<file path="src/rtl/spltc_pkg.sv">
// Shared constants for the pump, lock and test-output control block
package spltc_pkg;
  localparam int MAIN_FACTOR_W = 8;
  localparam int PROP_ACCEL_W  = 2;
  localparam int INTEG_ACCEL_W = 4;
  localparam int ACCUM_W       = 3;
  localparam int CODE_W        = 24;
  // Pump magnitude divisors, as shifts
  localparam int MAIN_DIV_SHIFT = 5;
  localparam int COMP_DIV_SHIFT = 7;
  // Compensation window around the reference pulse, in reference cycles
  localparam int COMP_LEAD_CYC  = 1;
  localparam int COMP_TRAIL_CYC = 1;
  localparam logic [1:0] TEST_LOCK = 2'h0;
  localparam logic [1:0] TEST_REF  = 2'h1;
  localparam logic [1:0] TEST_AUX  = 2'h2;
  localparam logic [1:0] TEST_MAIN = 2'h3;
  localparam logic [1:0] TEST_RST  = 2'h0;
  localparam logic       LOCK_RST  = 1'b0;
  typedef enum logic [1:0]
  {
    SPL_NORMAL  = 2'b01,
    SPL_SPEEDUP = 2'b10
  } spltc_mode_t;
endpackage

</file>
<file path="src/rtl/spltc_scale.sv">
// Pump code scaler: base times mode multiplier
`timescale 1ns/1ps
module spltc_scale
(
  input  wire logic [17:0] base,
  input  wire logic [4:0]  mult,
  output logic      [23:0] scaled
);
  always_comb
  begin
    scaled = 24'(base) * 24'(mult);
  end
endmodule

</file>
<file path="src/rtl/spltc_sync2.sv">
// Two-flop synchroniser for one level from outside the clock domain
`timescale 1ns/1ps
module spltc_sync2
(
  input  wire logic clk,
  input  wire logic sys_rst,
  input  wire logic rstVal,
  input  wire logic din,
  output logic      dout
);
  logic stage1_r;
  always_ff @(posedge clk)
  begin
    if (sys_rst)
    begin
      stage1_r <= rstVal;
      dout     <= rstVal;
    end
    else
    begin
      stage1_r <= din;
      dout     <= stage1_r;
    end
  end
endmodule

</file>
<file path="src/rtl/spltc_top.sv">
// Main pump mode, current codes, lock detect and test output mux
`timescale 1ns/1ps
module spltc_top
(
  input  wire logic                                 clk,
  input  wire logic                                 sys_rst,
  input  wire logic                                 aWordLoaded,
  input  wire logic                                 serialStrobe,
  input  wire logic [spltc_pkg::MAIN_FACTOR_W-1:0]  main_pump_factor,
  input  wire logic [spltc_pkg::PROP_ACCEL_W-1:0]   prop_accel_factor,
  input  wire logic [spltc_pkg::INTEG_ACCEL_W-1:0]  integ_accel_factor,
  input  wire logic [7:0]                           main_current_set,
  input  wire logic [7:0]                           comp_current_set,
  input  wire logic [spltc_pkg::ACCUM_W-1:0]        fraction_accum_value,
  input  wire logic                                 refPreTerm,
  input  wire logic                                 refDivPulse,
  input  wire logic                                 main_div_enable,
  input  wire logic                                 aux_div_enable,
  input  wire logic                                 mainPdLocked,
  input  wire logic                                 auxPdLocked,
  input  wire logic                                 eWordLoaded,
  input  wire logic                                 test_sel_hi,
  input  wire logic                                 test_sel_lo,
  input  wire logic                                 auxDivOut,
  input  wire logic                                 mainDivOut,
  input  wire logic                                 testPin,
  input  wire logic                                 prescalerOut,
  output logic                                      mainDivIn,
  output logic                                      speedUp,
  output logic [spltc_pkg::CODE_W-1:0]              proportional_pump_out,
  output logic [spltc_pkg::CODE_W-1:0]              integral_pump_out,
  output logic                                      compEnable,
  output logic [spltc_pkg::ACCUM_W-1:0]             compAccum,
  output logic                                      lockPin
);
  spltc_pkg::spltc_mode_t mode_r;
  logic                   armed_r;
  logic                   strobeSync;
  logic                   testSync;
  logic                   trail_r;
  logic                   eSeen_r;
  logic [1:0]             testSel_r;
  logic [17:0]            mainTerm;
  logic [17:0]            compTerm;
  logic [17:0]            integMain;
  logic [17:0]            integComp;
  logic [4:0]             propMult;
  logic [4:0]             integMult;
  logic [23:0]            propMainS;
  logic [23:0]            propCompS;
  logic [23:0]            integMainS;
  logic [23:0]            integCompS;
  logic                   lockAll;
  logic                   lockMux;

  // Strobe is a pin; test pin too
  spltc_sync2 uStrobe
  (
    .clk     (clk),
    .sys_rst (sys_rst),
    .rstVal  (1'b0),
    .din     (serialStrobe),
    .dout    (strobeSync)
  );
  spltc_sync2 uTest
  (
    .clk     (clk),
    .sys_rst (sys_rst),
    .rstVal  (1'b1),
    .din     (testPin),
    .dout    (testSync)
  );

  // Armed once an A word has been loaded
  always_ff @(posedge clk)
  begin
    if (sys_rst)
      armed_r <= 1'b0;
    else if (aWordLoaded)
      armed_r <= 1'b1;
  end

  always_ff @(posedge clk)
  begin
    if (sys_rst)
      mode_r <= spltc_pkg::SPL_NORMAL;
    else if ((armed_r || aWordLoaded) && strobeSync)
      mode_r <= spltc_pkg::SPL_SPEEDUP;
    else
      mode_r <= spltc_pkg::SPL_NORMAL;
  end

  always_comb
  begin
    case (mode_r)
      spltc_pkg::SPL_SPEEDUP: speedUp = 1'b1;
      spltc_pkg::SPL_NORMAL:  speedUp = 1'b0;
      default:                speedUp = 1'b0;
    endcase
  end

  // Compensation window: lead cycle, pulse cycle, trailing cycle
  always_ff @(posedge clk)
  begin
    if (sys_rst)
      trail_r <= 1'b0;
    else
      trail_r <= refDivPulse;
  end

  always_ff @(posedge clk)
  begin
    if (sys_rst)
      compEnable <= 1'b0;
    else
      compEnable <= refPreTerm || refDivPulse || trail_r;
  end

  // Accumulator frozen during window to keep pulse area fixed
  always_ff @(posedge clk)
  begin
    if (sys_rst)
      compAccum <= '0;
    else if (refPreTerm && !compEnable)
      compAccum <= fraction_accum_value;
  end

  // Base terms kept in 1/128 units: main*4 equals main/32
  always_comb
  begin
    mainTerm  = 18'(main_pump_factor) * 18'(main_current_set) * 18'h00004;
    compTerm  = 18'(compAccum) * 18'(comp_current_set);
    integMain = mainTerm;
    integComp = 18'(compAccum) * 18'(main_current_set);
    propMult  = speedUp ? 5'((5'h02 << prop_accel_factor) + 5'h01)
                        : 5'h01;
    integMult = 5'h02 << prop_accel_factor;
  end

  spltc_scale uPropMain
  (
    .base   (mainTerm),
    .mult   (propMult),
    .scaled (propMainS)
  );
  spltc_scale uPropComp
  (
    .base   (compTerm),
    .mult   (propMult),
    .scaled (propCompS)
  );
  spltc_scale uIntMain
  (
    .base   (integMain),
    .mult   (integMult),
    .scaled (integMainS)
  );
  spltc_scale uIntComp
  (
    .base   (integComp),
    .mult   (integMult),
    .scaled (integCompS)
  );

  // Outputs in units of 1/128 of the set current
  always_ff @(posedge clk)
  begin
    if (sys_rst)
      proportional_pump_out <= '0;
    else
      proportional_pump_out <= propMainS
        + (compEnable ? propCompS : 24'h000000);
  end

  always_ff @(posedge clk)
  begin
    if (sys_rst)
      integral_pump_out <= '0;
    else if (!speedUp)
      integral_pump_out <= '0;
    else
      integral_pump_out <= 24'((integMainS
        + (compEnable ? integCompS : 24'h000000))
        * 24'(integ_accel_factor));
  end

  // Test select; reset value keeps normal lock until an E word arrives
  always_ff @(posedge clk)
  begin
    if (sys_rst)
    begin
      testSel_r <= spltc_pkg::TEST_RST;
      eSeen_r   <= 1'b0;
    end
    else if (eWordLoaded)
    begin
      testSel_r <= {test_sel_hi, test_sel_lo};
      eSeen_r   <= 1'b1;
    end
  end

  always_comb
  begin
    lockAll = (mainPdLocked || !main_div_enable)
           && (auxPdLocked || !aux_div_enable);
    case (eSeen_r ? testSel_r : spltc_pkg::TEST_LOCK)
      spltc_pkg::TEST_LOCK: lockMux = lockAll;
      spltc_pkg::TEST_REF:  lockMux = refDivPulse;
      spltc_pkg::TEST_AUX:  lockMux = auxDivOut;
      spltc_pkg::TEST_MAIN: lockMux = mainDivOut;
      default:              lockMux = lockAll;
    endcase
  end

  always_ff @(posedge clk)
  begin
    if (sys_rst)
      lockPin <= spltc_pkg::LOCK_RST;
    else
      lockPin <= lockMux;
  end

  // Test input high in service inverts the prescaler; edge count unchanged
  assign mainDivIn = testSync ^ prescalerOut;
endmodule

</file>
<file path="config.mk">
export PLATFORM = sky130hd
export DESIGN_NAME = spltc_top
export DESIGN_NICKNAME = d
export VERILOG_FILES = /design/src/rtl/spltc_pkg.sv /design/src/rtl/spltc_scale.sv /design/src/rtl/spltc_sync2.sv /design/src/rtl/spltc_top.sv
export SDC_FILE = /design/constraint.sdc
export NUM_CORES = 1
export LEC_CHECK = 0
export ABC_AREA = 1
export BUFFER_PORTS_ARGS = -buffer_cell sky130_fd_sc_hd__buf_2
export CAP_MARGIN = 20
export CORE_ASPECT_RATIO = 1.25
export CORE_MARGIN = 8
export CORE_UTILIZATION = 31
export CTS_CLUSTER_SIZE = 12
export DETAILED_ROUTE_END_ITERATION = 7
export GPL_TIMING_DRIVEN = 0
export MAX_ROUTING_LAYER = met4
export PLACE_DENSITY = 0.46
export SETUP_SLACK_MARGIN = 0.1
export SLEW_MARGIN = 20
export SYNTH_ARGS = -nofsm -noshare
export SYNTH_HDL_FRONTEND = slang
export SYNTH_SLANG_ARGS = --single-unit
</file>
<file path="constraint.sdc">
create_clock -name clk -period 15.5 [get_ports clk]
set_input_delay 3.1 -clock clk [delete_from_list [all_inputs] [get_ports clk]]
set_output_delay 3.1 -clock clk [all_outputs]
set_load 0.05 [all_outputs]
</file>
==> impl_metrics.py <==
metrics = {
    "hold_path": {
        "worstHoldPathType": "reg -> reg",
        "worst_hold_startpoint": "uStrobe.dout$_SDFF_PP0_",
        "hold_depth": 1,
    },
    "power": {
        "power.switching_mw": 2.16,
        "power.density_cell_area_nw_per_um2": 195,
        "combPwrFrac_pct": 88.9,
        "sequentialPowerShare_pct": 5.2,
        "internal_power_mw": 1.40,
        "ir_worst_vdd_mv": 0.252,
        "netSwitchingFraction_pct": 60.7,
        "share_clk_of_total_power_pct": 6.0,
        "power.static_leakage_nw": 10.5,
    },
    "run": {
        "maxCapViolations": 0,
    },
    "detailed_routing": {
        "detail_route.wl_per_cell_um": 14.2,
        "route.vias.total": 14700,
        "route.final.wire_length_um": 45700,
        "detail_route.iter0.violations": 624,
        "ant_nets": 0,
        "drt_pass1_iterations": 5,
        "routed_via_density": 4.55,
        "drc": 0,
    },
    "synthesis": {
        "synth_enable_flop_cells": 0,
        "postSynth.asyncResetShare_pct": 0,
        "postSynth.topFlopCell": "dfxtp_1",
        "yosysSeqAreaShare_pct": 7.55,
        "synthesis.instances": 2433,
        "ys_seq_elements": 63,
        "total_standard_cell_area_after_synthesis_um2": 16700,
        "post_synth_main_area_contributors": "fa_1 25%, ha_1 17%, inv_1 13%, nand2_1 13%, dfxtp_1 7.5%",
        "post_synth.cell_area_avg_um2": 6.87,
        "synth_cell_type_count": 50,
        "mappedNetlistNets": 2916,
        "ys.warnings.count": 0,
        "yosys.area.top_type": "fa_1",
        "yosysTopAreaCellShare_pct": 24.9,
    },
    "cells_and_area": {
        "design_area_um2": 18300,
        "area.growth.synth_to_final_pct": 9.73,
        "final_cell_mix": "586 x inv_1, 567 x nand2_1, 225 x ha_1",
        "num_antenna_cells": 0,
        "finish.utilization_pct": 34.3,
        "layout.cells.non_filler": 3222,
        "final_net_count": 3021,
        "layout_cell_share_with_drive_strength_beyond_1_pct": 7.39,
        "final_common_cell": "inv_1",
    },
    "place": {
        "dp_hpwl_um": 40500,
        "dpl.cell_count": 3206,
        "place.gp.congestion": 0.838,
        "placement.io_buffers": 94,
        "place_area_um2": 18000,
    },
    "grt": {
        "met2_demand_to_capacity_share_in_global_routing_pct": 29.1,
        "met1_usage_pct": 18.0,
        "pin_count_of_the_biggest_net_entering_global_routing": 14,
        "grt_overflow": 0,
        "grt_first_pass_wirelength_um": 76100,
        "first_global_vias": 15500,
        "grt.met3_usage_pct": 1.12,
        "global_route.usage.total_pct": 15.7,
        "antenna_violations_before_repair": 0,
        "grt.busiest_layer": "met2",
    },
    "clock_network": {
        "cts_tree": "yes",
        "clock-sinks": 63,
        "clk_latency_ns": 0.36,
        "root_buffer": "clkbuf_16",
        "cts.path.max_buffers": 2,
        "worst_setup_hold_path_clk_slew_ns": 0.06,
        "quantity_of_hold_fixing_buffers_added_after_cts": 0,
        "htree_levels": 3,
        "cts_buffers": 9,
        "post_cts_buffers": 0,
        "cts_resized": 0,
    },
    "timing": {
        "fmax_mhz": 71.8,
        "grt_setup_unrepaired": "false",
        "timing.final.hold_violations": 0,
        "fin_setup_tns_ns": 0,
        "finalClockSkew_ns": 0.0280,
        "final.min_clock_period_ns": 13.92,
        "layout_worst_path_cycle_share_pct": 89.8,
        "holdWs_ns": 0.397,
        "slew-limit-headroom_pct": 27.3,
        "setup_viol": 0,
        "worst_pin_slew_ns": 1.09,
        "final-max-slew-violation-count": 0,
    },
    "setup_path": {
        "cp.buffers_inverters": 10,
        "arrival_ns": 14.17,
        "critPathRequiredTime_ns": 15.75,
        "path_class": "in -> reg",
        "critical_path.top_delay_family": "adder cells",
        "cp_slowest_cell": "xor2_1",
        "critical_path_start": "main_current_set[5]",
        "slowest_delay_ns": 0.77,
        "reg2reg_from": "compAccum[0]$_SDFFE_PP0P_",
        "critPathLaunchType": "input pin",
        "timing.critical_path.depth": 47,
        "critPathMaxFanout": 10,
        "end_kind": "flip-flop",
        "ff_to_ff_path_depth": 58,
    },
    "die": {
        "ios": 105,
        "die_x_um": 224,
        "dieHeight_um": 276,
        "coreArea_um2": 53500,
        "placementRows": 95,
        "effective_utilization_at_floorplan_pct": 31.2,
        "die_area_um2": 61600,
    },
    "run_status": {
        "outcome": "finished, final reports clean",
    },
}
[layer usage]
metal / share of wire [%] / routed length [µm]
met5: 0 / 0
met3: 2.1 / 977
met1: 45 / 20400
met4: 2.3 / 1030
met2: 51 / 23300
[through the flow]
| stage | power [mW] | setup slack (ns) |
|---|---|---|
| 2_1_floorplan | 2.68 | 3.00 |
| 3_3_place_gp | 3.36 | 1.22 |
| 3_5_place_dp | 3.36 | 1.17 |
| 4_1_cts | 3.61 | 1.50 |
| 5_1_grt | 4.11 | 0.640 |
| 6_report | 3.57 | 1.58 |
[logic make-up after synthesis]
family	after synthesis	synth area share (%)
other	1	0.0224
buffers and inverters	650	14.7
adder cells (fa/ha/maj)	433	41.8
AND/OR/NAND/NOR	944	23.5
XOR/XNOR	56	2.98
flip-flops	63	7.55
AO/OA/AOI/OAI	286	9.47
[area by class of cell]
class | count | area (µm²)
buffer | 52 | 205
clock buffer | 9 | 225
clock inverter | 7 | 80.1
fill | 5918 | 35200
inverter | 598 | 2240
multi-input combinational | 1720 | 13000
sequential | 63 | 1260
tap | 679 | 850
timing repair buffer | 94 | 470
[flip-flops by register name, indices dropped and copies added (netlist names)]
register,flops
lockPin,1
uTest.stage1_r,1
proportional_pump_out,24
testSel_r,2
uStrobe.stage1_r,1
integral_pump_out,23
eSeen_r,1
armed_r,1
compAccum,3
uStrobe.dout,1
compEnable,1
trail_r,1
uTest.dout,1
mode_r,2
[worst reg2reg max path, delay by kind of cell, from the launching register on]
kind | cells | cell delay (ns)
adder cells (fa/ha/maj) | 11 | 4.43
AND/OR/NAND/NOR | 24 | 3.02
buffers and inverters | 12 | 1.64
AO/OA/AOI/OAI | 8 | 1.07
XOR/XNOR | 3 | 0.64
flip-flops | 1 | 0.33
[synth_stat cells, types with 5 or more instances]
cell / instances
inv_1: 586
nand2_1: 567
ha_1: 225
nor2_1: 211
fa_1: 208
a21oi_1: 151
o21ai_0: 73
dfxtp_1: 63
nand3_1: 58
clkbuf_1: 45
xor2_1: 39
nor3_1: 20
or2_2: 20
nand2_2: 16
xnor2_1: 16
nand4_1: 15
o21bai_1: 11
a31oi_1: 10
inv_2: 7
nand3_2: 7
o21a_1: 7
and2_1: 6
nor2_2: 6
o21ai_1: 6
clkbuf_2: 5
clkinv_1: 5
[power by group through the flow]
| stage | combinational (mW) | sequential, mW | clock [mW] |
|---|---|---|---|
| after floorplan | 2.44 | 0.240 | 0 |
| after global placement | 3.17 | 0.187 | 0 |
| after detailed placement | 3.17 | 0.188 | 0 |
| after CTS | 3.21 | 0.184 | 0.224 |
| after global routing | 3.69 | 0.186 | 0.228 |
| final | 3.17 | 0.184 | 0.213 |
[worst paths after layout]
path              slack [ns]                          endpoint
setup / recovery        1.58  integral_pump_out[23]$_SDFF_PP0_
setup reg to reg        4.23  integral_pump_out[23]$_SDFF_PP0_
hold / removal          0.40              mode_r[0]$_SDFF_PP1_
hold reg to reg         0.40              mode_r[0]$_SDFF_PP1_
Note: power is estimated with default switching activity, not from simulation.
